[src/hw/buck_ctrl_defs.vh]
/*
  Constants for the step-down regulator control core: register offsets,
  field positions, reset values and timing figures.
  Assumes a 50 MHz core clock; included by the core by its bare name.
*/
`ifndef BUCK_CTRL_DEFS_VH
`define BUCK_CTRL_DEFS_VH

// Register offsets (8-bit address space)
`define ADDR_LOW_SEL 8'h00
`define ADDR_HIGH_SEL 8'h01
`define ADDR_CONTROL 8'h02
`define ADDR_MONITOR 8'h05

// Voltage register fields
`define VREG_EN_BIT 7
`define VREG_MODE_BIT 6
`define VREG_CODE_MSB 5
`define VREG_CODE_LSB 0

// Control register fields
`define CTRL_DISCH_BIT 7
`define CTRL_SLEW_MSB 2
`define CTRL_SLEW_LSB 0

// Reset values
`define LOW_SEL_RESET 8'h00
`define HIGH_SEL_RESET 8'hA0
`define CONTROL_RESET 8'h80

// Clock figures
`define CLK_PS 20000
`define CLK_KHZ 50000

// Nominal switching rate, rounded to nearest whole divider
`define SW_FREQ_KHZ 2400
`define SW_DIV_CYCLES ((`CLK_KHZ + `SW_FREQ_KHZ / 2) / `SW_FREQ_KHZ)

// Soft-start: full-scale ramp time spread over the 64 codes, least step
`define SS_TIME_US 340
`define SS_STEP_CYCLES ((`SS_TIME_US * 1000000 + 64 * `CLK_PS - 1) / (64 * `CLK_PS))

// One 12.5 mV code at 80 mV/us; each slew code doubles it
`define SLEW_STEP_PS 156250

// Current-limit shutdown
`define CL_RUN_LIMIT 16
`define RETRY_TIME_US 1700
`define RETRY_CYCLES (`RETRY_TIME_US * 1000000 / `CLK_PS)

`endif

[src/hw/buck_ctrl.v]
/*
  Digital control core of a step-down regulator: enable logic, voltage
  select, mode, soft-start, upward slew limiting, downward coast and
  current-limit retry, with a small register bank.
  Assumes analog comparators and pins arrive asynchronous to CLK_I and
  a register master on CLK_I using one-cycle strobes.
*/
// Decided for this implementation: the register addresses and strobed register access.
`timescale 1ns/1ns
`include "buck_ctrl_defs.vh"

module buck_ctrl #(
  parameter [7:0] LOW_SEL_RESET = `LOW_SEL_RESET,
  parameter [7:0] HIGH_SEL_RESET = `HIGH_SEL_RESET,
  parameter integer RETRY_CYCLES = `RETRY_CYCLES,
  parameter integer SS_STEP_CYCLES = `SS_STEP_CYCLES,
  parameter integer CL_RUN_LIMIT = `CL_RUN_LIMIT
) (
  input wire CLK_I,
  input wire RESET_I,
  input wire HW_ENABLE_I,
  input wire VOLTAGE_SELECT_PIN_I,
  input wire CUR_LIMIT_I,
  input wire LIGHT_LOAD_I,
  input wire OUT_SETTLED_I,
  input wire [7:0] ADDR_I,
  input wire [7:0] WDATA_I,
  input wire WR_I,
  input wire RD_I,
  output reg [7:0] RDATA_O,
  output reg [5:0] REF_CODE_O,
  output reg SWITCH_EN_O,
  output reg SYNC_RECT_EN_O,
  output reg TRISTATE_O,
  output reg DISCHARGE_O,
  output reg FORCE_PWM_O,
  output reg PFM_O,
  output reg SW_TICK_O
);

  // One-hot states
  localparam [4:0] ST_OFF = 5'h01;
  localparam [4:0] ST_SOFT = 5'h02;
  localparam [4:0] ST_RUN = 5'h04;
  localparam [4:0] ST_FALL = 5'h08;
  localparam [4:0] ST_FAULT = 5'h10;
  localparam integer SYNC_N = 5;
  // Divider reload; the tick cycle itself counts as one of the period
  localparam integer SW_DIV_M1 = `SW_DIV_CYCLES - 1;

  // Interval for one upward code step, rounded up so the rate is never exceeded
  function [16:0] slew_cycles;
    input [2:0] code;
    reg [31:0] ps;
    reg [31:0] cyc;
    begin
      ps = `SLEW_STEP_PS << code;
      cyc = (ps + `CLK_PS - 1) / `CLK_PS;
      // Longest interval is 1000 cycles, well inside 17 bits
      slew_cycles = cyc[16:0];
    end
  endfunction

  // Two-flop synchronisers for every pin and comparator, one per bit
  wire [SYNC_N-1:0] raw_in = {OUT_SETTLED_I, LIGHT_LOAD_I, CUR_LIMIT_I,
                              VOLTAGE_SELECT_PIN_I, HW_ENABLE_I};
  reg [SYNC_N-1:0] meta_ff;
  reg [SYNC_N-1:0] sync_ff;
  genvar gi;
  generate
    for (gi = 0; gi < SYNC_N; gi = gi + 1) begin : g_sync
      always @(posedge CLK_I) begin
        if (RESET_I) begin
          meta_ff[gi] <= 1'b0;
          sync_ff[gi] <= 1'b0;
        end else begin
          meta_ff[gi] <= raw_in[gi];
          sync_ff[gi] <= meta_ff[gi];
        end
      end
    end
  endgenerate
  wire en_pin = sync_ff[0];
  wire sel_pin = sync_ff[1];
  wire cl_pin = sync_ff[2];
  wire light_pin = sync_ff[3];
  wire settled_pin = sync_ff[4];

  // Register bank
  reg [7:0] low_select_voltage_reg_ff;
  reg [7:0] high_select_voltage_reg_ff;
  reg [7:0] control_ff;
  reg [4:0] state_ff;
  reg [4:0] nxt_state;
  reg [5:0] ref_ff;
  reg [5:0] nxt_ref;
  reg [16:0] timer_ff;
  reg [16:0] nxt_timer;
  reg [4:0] cl_cnt_ff;
  reg [4:0] nxt_cl_cnt;
  reg cl_seen_ff;
  reg [4:0] div_ff;

  // Registers sit at defaults whenever the pin is low; access is dead then
  always @(posedge CLK_I) begin
    if (RESET_I || !en_pin) begin
      low_select_voltage_reg_ff <= LOW_SEL_RESET;
      high_select_voltage_reg_ff <= HIGH_SEL_RESET;
      control_ff <= `CONTROL_RESET;
    end else if (WR_I) begin
      case (ADDR_I)
        `ADDR_LOW_SEL: low_select_voltage_reg_ff <= WDATA_I;
        `ADDR_HIGH_SEL: high_select_voltage_reg_ff <= WDATA_I;
        `ADDR_CONTROL: control_ff <= WDATA_I;
        default: ;
      endcase
    end
  end

  // Read data in the cycle after the strobe; unmapped and idle reads give zero
  always @(posedge CLK_I) begin
    if (RESET_I || !en_pin || !RD_I) begin
      RDATA_O <= 8'h00;
    end else begin
      case (ADDR_I)
        `ADDR_LOW_SEL: RDATA_O <= low_select_voltage_reg_ff;
        `ADDR_HIGH_SEL: RDATA_O <= high_select_voltage_reg_ff;
        `ADDR_CONTROL: RDATA_O <= control_ff;
        `ADDR_MONITOR: RDATA_O <= {state_ff, 1'b0, cl_seen_ff, SWITCH_EN_O};
        default: RDATA_O <= 8'h00;
      endcase
    end
  end

  // Selected register follows the pin every cycle
  wire [7:0] sel_reg = sel_pin ? high_select_voltage_reg_ff
                               : low_select_voltage_reg_ff;
  wire sw_enable_selected = sel_reg[`VREG_EN_BIT];
  wire mode_pwm = sel_reg[`VREG_MODE_BIT];
  // Reference code: 0 means 0.60 V, each count 12.5 mV above it
  wire [5:0] voltage_code = sel_reg[`VREG_CODE_MSB:`VREG_CODE_LSB];
  wire run_req = en_pin && sw_enable_selected;
  wire [2:0] slew_code = control_ff[`CTRL_SLEW_MSB:`CTRL_SLEW_LSB];
  // Slew and soft-start timer reloads are one short: the step lands on the cycle the timer hits zero
  wire [16:0] slew_len = slew_cycles(slew_code) - 17'h00001;
  wire [16:0] retry_len = RETRY_CYCLES[16:0];
  wire [16:0] ss_len = SS_STEP_CYCLES[16:0] - 17'h00001;
  wire [4:0] cl_last = CL_RUN_LIMIT[4:0] - 5'h01;

  // Switching-cycle divider; one tick per nominal cycle
  wire sw_tick = (div_ff == 5'h00);
  always @(posedge CLK_I) begin
    if (RESET_I || !en_pin) begin
      div_ff <= 5'h00;
    end else if (sw_tick) begin
      div_ff <= SW_DIV_M1[4:0];
    end else begin
      div_ff <= div_ff - 5'h01;
    end
  end

  // Current limit seen within this switching cycle; a hit on the tick counts
  always @(posedge CLK_I) begin
    if (RESET_I || !en_pin) begin
      cl_seen_ff <= 1'b0;
    end else if (cl_pin) begin
      cl_seen_ff <= 1'b1; // Set wins over the tick clear
    end else if (sw_tick) begin
      cl_seen_ff <= 1'b0;
    end
  end

  wire cl_cycle = cl_seen_ff || cl_pin;
  wire switching = state_ff[1] || state_ff[2];

  // Sequencer
  always @* begin
    nxt_state = state_ff;
    nxt_ref = ref_ff;
    nxt_timer = (timer_ff == 17'h00000) ? 17'h00000 : timer_ff - 17'h00001;
    nxt_cl_cnt = cl_cnt_ff;
    if (switching && sw_tick) begin
      nxt_cl_cnt = cl_cycle ? cl_cnt_ff + 5'h01 : 5'h00;
    end
    case (state_ff)
      ST_OFF: begin
        nxt_ref = 6'h00;
        nxt_cl_cnt = 5'h00;
        if (run_req) begin
          nxt_state = ST_SOFT;
          nxt_timer = ss_len;
        end
      end
      ST_SOFT: begin
        // Slow reference ramp keeps inrush and overshoot down
        if (ref_ff >= voltage_code) begin
          nxt_ref = voltage_code;
          nxt_state = ST_RUN;
        end else if (timer_ff == 17'h00000) begin
          nxt_ref = ref_ff + 6'h01;
          nxt_timer = ss_len;
        end
      end
      ST_RUN: begin
        if (voltage_code < ref_ff) begin
          nxt_ref = voltage_code;
          nxt_state = ST_FALL;
        end else if (voltage_code > ref_ff && timer_ff == 17'h00000) begin
          nxt_ref = ref_ff + 6'h01;
          nxt_timer = slew_len;
        end
      end
      ST_FALL: begin
        // Load alone pulls the output down; no negative current drawn
        if (voltage_code < ref_ff) begin
          nxt_ref = voltage_code;
        end
        if (settled_pin) begin
          nxt_state = ST_RUN;
          nxt_timer = slew_len;
        end
      end
      ST_FAULT: begin
        nxt_ref = 6'h00;
        nxt_cl_cnt = 5'h00;
        if (timer_ff == 17'h00000) begin
          nxt_state = ST_SOFT;
          nxt_timer = ss_len;
        end
      end
      default: begin
        nxt_state = ST_OFF;
      end
    endcase
    // Overload check only while switching
    if (switching && sw_tick && cl_cycle && cl_cnt_ff == cl_last) begin
      nxt_state = ST_FAULT;
      nxt_timer = retry_len;
      nxt_ref = 6'h00;
      nxt_cl_cnt = 5'h00;
    end
    if (!run_req) begin
      nxt_state = ST_OFF;
      nxt_ref = 6'h00;
      nxt_cl_cnt = 5'h00;
    end
  end

  always @(posedge CLK_I) begin
    if (RESET_I || !en_pin) begin
      state_ff <= ST_OFF;
      ref_ff <= 6'h00;
      timer_ff <= 17'h00000;
      cl_cnt_ff <= 5'h00;
    end else begin
      state_ff <= nxt_state;
      ref_ff <= nxt_ref;
      timer_ff <= nxt_timer;
      cl_cnt_ff <= nxt_cl_cnt;
    end
  end

  // Output flops; all switching quiet while the pin is low
  always @(posedge CLK_I) begin
    if (RESET_I) begin
      REF_CODE_O <= 6'h00;
      SWITCH_EN_O <= 1'b0;
      SYNC_RECT_EN_O <= 1'b0;
      TRISTATE_O <= 1'b1;
      DISCHARGE_O <= 1'b0;
      FORCE_PWM_O <= 1'b0;
      PFM_O <= 1'b0;
      SW_TICK_O <= 1'b0;
    end else begin
      REF_CODE_O <= ref_ff;
      SWITCH_EN_O <= en_pin && switching;
      SYNC_RECT_EN_O <= en_pin && state_ff[2];
      TRISTATE_O <= !(en_pin && switching);
      // Bleed uses the reset-value bit when the pin is low
      DISCHARGE_O <= control_ff[`CTRL_DISCH_BIT] &&
                     (!en_pin || !sw_enable_selected);
      FORCE_PWM_O <= en_pin && mode_pwm;
      PFM_O <= en_pin && state_ff[2] && !mode_pwm && light_pin;
      SW_TICK_O <= en_pin && switching && sw_tick;
    end
  end

endmodule

[config.mk]
export PLATFORM = sky130hd
export DESIGN_NAME = buck_ctrl
export DESIGN_NICKNAME = d
export VERILOG_FILES = /design/src/hw/buck_ctrl.v
export VERILOG_INCLUDE_DIRS = /design/src /design/src/hw
export SDC_FILE = /design/constraint.sdc
export NUM_CORES = 1
export LEC_CHECK = 0
export ABC_AREA = 1
export BUFFER_PORTS_ARGS = -buffer_cell sky130_fd_sc_hd__buf_4
export CAP_MARGIN = 10
export CELL_PAD_IN_SITES_DETAIL_PLACEMENT = 1
export CELL_PAD_IN_SITES_GLOBAL_PLACEMENT = 2
export CORE_MARGIN = 2
export CORE_UTILIZATION = 30
export CTS_CLUSTER_DIAMETER = 100
export DETAILED_ROUTE_END_ITERATION = 16
export PLACE_DENSITY = 0.89
export SLEW_MARGIN = 20
export SYNTH_ARGS = -nofsm -noshare
export SYNTH_HDL_FRONTEND = slang
export SYNTH_SLANG_ARGS = --single-unit
export TNS_END_PERCENT = 1
[constraint.sdc]
create_clock -name CLK_I -period 7.7 [get_ports CLK_I]
set_input_delay 0.77 -clock CLK_I [delete_from_list [all_inputs] [get_ports CLK_I]]
set_output_delay 0.77 -clock CLK_I [all_outputs]
set_load 0.01 [all_outputs]
-- After elaboration in Yosys (flattened, before gate mapping)
Index checks and enable logic that the tools add are counted.
- flip-flop bits (word level): 94
- input bits: 25
- output and inout port bits: 21
- logic and storage cells: 130
- add/sub/neg operators: 7
- div/mod/pow operators: 1
- order comparisons: 3
- equality and inequality tests: 20
- shift operators: 1
- multiplexer cells: 27
- bitwise logic cells: 1
- reduce and logical (&&, ||, !) cells: 39
- operators by type and width (kind ; count):
    17-bit two-way mux ; 8
    17-bit case mux with 5 select lines ; 1
    5-bit two-way mux ; 7
    17-bit by 1-bit subtractor with 17-bit output, second input constant ; 2
    32-bit by 15-bit adder with 32-bit output, second input constant ; 1
    32-bit by 15-bit divider with 32-bit output, second input constant ; 1
    8-bit case mux with 4 select lines ; 1
    18-bit by 3-bit left shift with 32-bit output, first input constant ; 1
    32-bit by 1-bit subtractor with 32-bit output, second input constant ; 1
    6-bit two-way mux ; 5
    5-bit case mux with 5 select lines ; 1
    6-bit case mux with 4 select lines ; 1
    3-bit != test, second input constant ; 6
    17-bit zero test ; 1
    1-bit logical AND ; 12
    4-bit AND reduction ; 3
    5-bit by 4-bit == test with 1-bit output, second input constant ; 2
    2-bit != test, second input constant ; 5
    8-bit by 1-bit == test with 1-bit output, second input constant ; 1
    8-bit by 2-bit == test with 1-bit output, second input constant ; 1
    8-bit by 3-bit == test with 1-bit output, second input constant ; 1
    8-bit zero test ; 1
    8-bit two-way mux ; 1
    2-bit OR reduction ; 4
    other kinds (20) ; 31

-- Logic depth before layout (Yosys ltp)
- depth in word-level cells: 9
- depth in mapped cells: 87
- gate-level depth less buffers: 85

-- Least setup slack after synthesis
No wires, ideal clock.
- path kind: register -> register
- from: register control_ff[1]
- to: register timer_ff[6]
- library setup time: 110 ps
- data arrival time: 7984 ps
- required time: 7590 ps
- setup slack: -395 ps
- stages on the path, launching flop included: 81
- path buffers: 6
- clock period less this slack: 8095 ps
- cells stage by stage: dfxtp_1 > inv_1 > ha_1 > nor2_2 > inv_1 > nand2_1 > inv_1 > nor3_2 > nand2_1 > nand2_1 > nand2_1 > nor2_1 > nand3_1 > nand3_1 > nand2_1 > nand2_1 > nand2_4 > nand2_1 > [45 not listed] > nand2_1 > inv_2 > nand2_1 > a21oi_2 > nand3_2 > buf_4 > nand2_1 > nand2_1 > nor2_1 > inv_1 > nor2_2 > nand3_4 > nor2_2 > nand3_1 > nand3_1 > nand3_1 > nand2_1 > inv_1
- cells in the longest elaborated chain, start to end: 8
- elaborated cells between the ends (all ways): 9
- those cells by class: add/sub: 3; div: 1; shift: 1; mux: 4
- RTL lines (element ; RTL line ; text):
    from (decl) ; buck_ctrl.v:92 ; reg [7:0] control_ff;
    from (signal assigned) ; buck_ctrl.v:109 ; control_ff <= `CONTROL_RESET;
    18-bit by 3-bit left shift with 32-bit output (no source line) (*) ; n/a ;
    32-bit by 15-bit adder with 32-bit output (no source line) (*) ; n/a ;
    32-bit by 1-bit subtractor with 32-bit output (*) ; buck_ctrl.v:58 ; cyc = (ps + `CLK_PS - 1) / `CLK_PS;
    32-bit by 15-bit divider with 32-bit output (no source line) (*) ; n/a ;
    17-bit by 1-bit subtractor with 17-bit output (*) ; buck_ctrl.v:145 ; wire [16:0] slew_len = slew_cycles(slew_code) - 17'h00001;
    17-bit two-way mux ; buck_ctrl.v:208 ; end else if (voltage_code > ref_ff && timer_ff == 17'h00000) begin
    17-bit two-way mux ; buck_ctrl.v:205 ; if (voltage_code < ref_ff) begin
    17-bit case mux with 5 select lines (*) ; buck_ctrl.v:185 ; case (state_ff)
    to (signal assigned) ; buck_ctrl.v:258 ; timer_ff <= nxt_timer;
    to (decl) ; buck_ctrl.v:97 ; reg [16:0] timer_ff;
Every way passes the cells marked *; elsewhere a longest branch is shown, timed or not.
A chain may end at the register's enable or synchronous reset.

-- Final worst setup path
- from: register control_ff[1]
- to: register timer_ff[4]
The elaborated chain is that of the path after synthesis.

==> results.md <==
- Pwr Density: 99.7 nW/µm²
- TNS Setup: -7.05 ns
- Syn. warnings: 0
- DR DRC count: 0
- Worst Hold Class: reg -> reg
- Status: finished, violations left
- GRT Util Overall: 23.9%
- FFs w/ async S/R, synth: 0%
- Crit-path slowest cell: dfxtp_4
- Via-to-Cell Ratio: 5.04
- Worst hold margin: 0.404 ns
- # rows: 67
- Switching power: 0.512 mW
- Layout Skew: 0.0104 ns
- Die Height: 188 µm
- RSZ-0062 raised after global routing: yes
- Ratio of cells with drive above 1 in the final layout: 34.5%
- Sink Count: 94
- Largest cells by area after synthesis: nand2_1 19%, dfxtp_1 19%, inv_1 9.6%
- Clock power share: 32.8%
- Post-layout minimum cycle time: 8.92 ns
- Failing checks: setup timing
- Per-cell routed wire length: 17.0 µm
- Relative slew slack: 30.8%
- Switching part of the total: 33.8%
- Mapped Nets: 1842
- Cell total after placement: 2607
- Final WL: 45300 µm
- Flop pwr share: 32.6%
- Req. time, crit path: 7.96 ns
- Register area share after synthesis: 18.5%
- Comb pwr share: 34.7%
- Initial DRC Count: 640
- Final period utilization: 116%
- Max Freq: 112 MHz
- Worst vdd ir: 0.142 mV
- GRT overflow: 0
- Pleak: 7.92 nW
- Syn avg cell area: 5.66 µm²
- Finished Layout Cells: 2668
- Number of global-route vias before repair: 13900
- Fill cells: 4501
- Crit end category: register
- H-tree levels: 3
- Synth unique cells: 60
- Worst Path Arrival: 9.18 ns
- Max FO, Critical Path: 8
- Syn Inst Count: 1792
- Crit path largest cell delay: 0.38 ns
- Critical path class: reg -> reg
- Final net count: 2265
- Final setup viols: 6
- Clk pin slew, worst setup/hold paths: 0.07 ns
- Area Overhead vs Synth: 50.0%
- Max-cap viol count: 0
- Netlist Area Pre-Place: 10100 µm²
- CP dominant cell by count: nand2_1
- Die area: 35300 µm²
- DRT antenna net count: 0
- Largest net degree at the start of global routing: 26
- Count of buffers from port buffering: 45
- Slew Limit Fails: 0
- Worst slew pin tran: 1.03 ns
- Seq cells post-synth: 94
- Top-count cell post-synth: nand2_1
- Clock Tree Root: clkbuf_16
- Worst-Skew Late Latency: 0.36 ns
- Global-route wire length before repair: 69300 µm
- Ant. Diodes: 0
- HPWL Detailed: 34300 µm
- TritonCTS clock tree: built
- Initial antenna violation count: 0
- Core area: 33400 µm²
- Synth area leader: nand2_1
- Startpoint types: register
- DP Worst Slack: -1.45 ns
- Cell internal pwr: 1.00 mW
- Initial Utilization: 30.3%
- Initial DRT Pass Iterations: 5
- Clock buffer depth: 2
- Vias: 13500
- Top FF cell, synth: dfxtp_1
- Die width: 188 µm
- Top post-synthesis cells by count: 508 x nand2_1, 259 x inv_1, 227 x nor2_1
- Num CTS Buffers: 9
- IO Pins: 46
- Post-synth EDFFs: 0
- Post-synth top area share: 18.8%
- Final Hold Viols: 0
- Worst setup margin: -1.22 ns
- Gp weighted congestion: 0.900
sequential cells by signal, summed over array words and instances, names as in the netlist, 5 cells and up:
register	flops
timer_ff	17
RDATA_O	8
control_ff	8
high_select_voltage_reg_ff	8
low_select_voltage_reg_ff	8
REF_CODE_O	6
ref_ff	6
cl_cnt_ff	5
div_ff	5
meta_ff	5
state_ff	5
power by group through the flow:
stage	Sequential [mW]	Combinational (mW)	Clock, mW
final	0.494	0.526	0.497
after global routing	0.494	0.574	0.525
after CTS	0.494	0.460	0.505
after detailed placement	0.505	0.433	0
after global placement	0.505	0.417	0
after floorplan	0.504	0.273	0
layout make-up:
type | instances | area, µm² | area share, %
multi-input cells | 1374 | 7890 | 51.8
repair buffers | 441 | 3420 | 22.5
flip-flops and latches | 94 | 1890 | 12.4
inverters | 295 | 1120 | 7.37
well taps | 448 | 561 | 3.68
clock buffers | 10 | 239 | 1.57
clock inverters | 6 | 91.3 | 0.600
critical path, delay by kind of cell (launching register included):
| kind | cells | cell delay (ns) |
|---|---|---|
| AO/OA/AOI/OAI | 2 | 0.24 |
| adder cells (fa/ha/maj) | 1 | 0.14 |
| AND/OR/NAND/NOR | 66 | 6.67 |
| flip-flops | 1 | 0.38 |
| buffers and inverters | 11 | 1.33 |
timing repair:
item                       CTS  global route
pin swaps                   33            73
cloned                       2             2
setup endpoints to repair    6             6
hold endpoints to repair     0             0
gates resized for setup     73           147
hold buffers                 0             0
setup buffers               18            23
placed cells by master, fill, tap and decap left out, drive strengths merged, types with 7 or more instances in the layout:
cell type and count:
nand3 194, clkbuf 11, nor4 10, nand2 548
a211oi 16, nor3 26, buf 440, a21oi 70
xnor2 11, clkinv 10, o22ai 7, dfxtp 94
or2 10, nand3b 10, inv 289, nor2 247
ha 25, a221oi 7, nand4 39, o21ai 81
xor2 41
per-stage QoR:
step / instance area, µm² / power (mW) / utilization [%]
2_1_floorplan: 10300 / 0.776 / -
3_3_place_gp: 13700 / 0.921 / 40.8
3_5_place_dp: 13700 / 0.938 / 40.8
4_1_cts: 14400 / 1.46 / 43.1
5_1_grt: 15200 / 1.59 / 45.5
6_report: 15200 / 1.52 / 45.5
per-layer routing:
layer	global-route usage, %	vias to the layer above	wire (µm)
met5	0	-	0
met4	9.90	0	1900
met3	2.49	119	1830
met2	43.4	347	22600
met1	28.6	6432	18900
li1	-	6561	-
final timing paths:
| check | endpoint | slack (ns) | cells after the start | start |
|---|---|---|---|---|
| hold / removal | light_pin | 0.40 | 2 | meta_ff[3] |
| setup reg to reg | timer_ff[4] | -1.22 | 80 | control_ff[1] |
| hold reg to reg | light_pin | 0.40 | 2 | meta_ff[3] |
| setup / recovery | timer_ff[4] | -1.22 | 80 | control_ff[1] |
cell families after synthesis:
family | Yosys count | share of synthesized area, %
AND/OR/NAND/NOR | 1086 | 48.3
multiplexers | 2 | 0.197
adder cells (fa/ha/maj) | 25 | 3.08
buffers and inverters | 327 | 13.0
flip-flops | 94 | 18.5
XOR/XNOR | 52 | 4.71
AO/OA/AOI/OAI | 206 | 12.1
(Power assumes the default switching activity.)
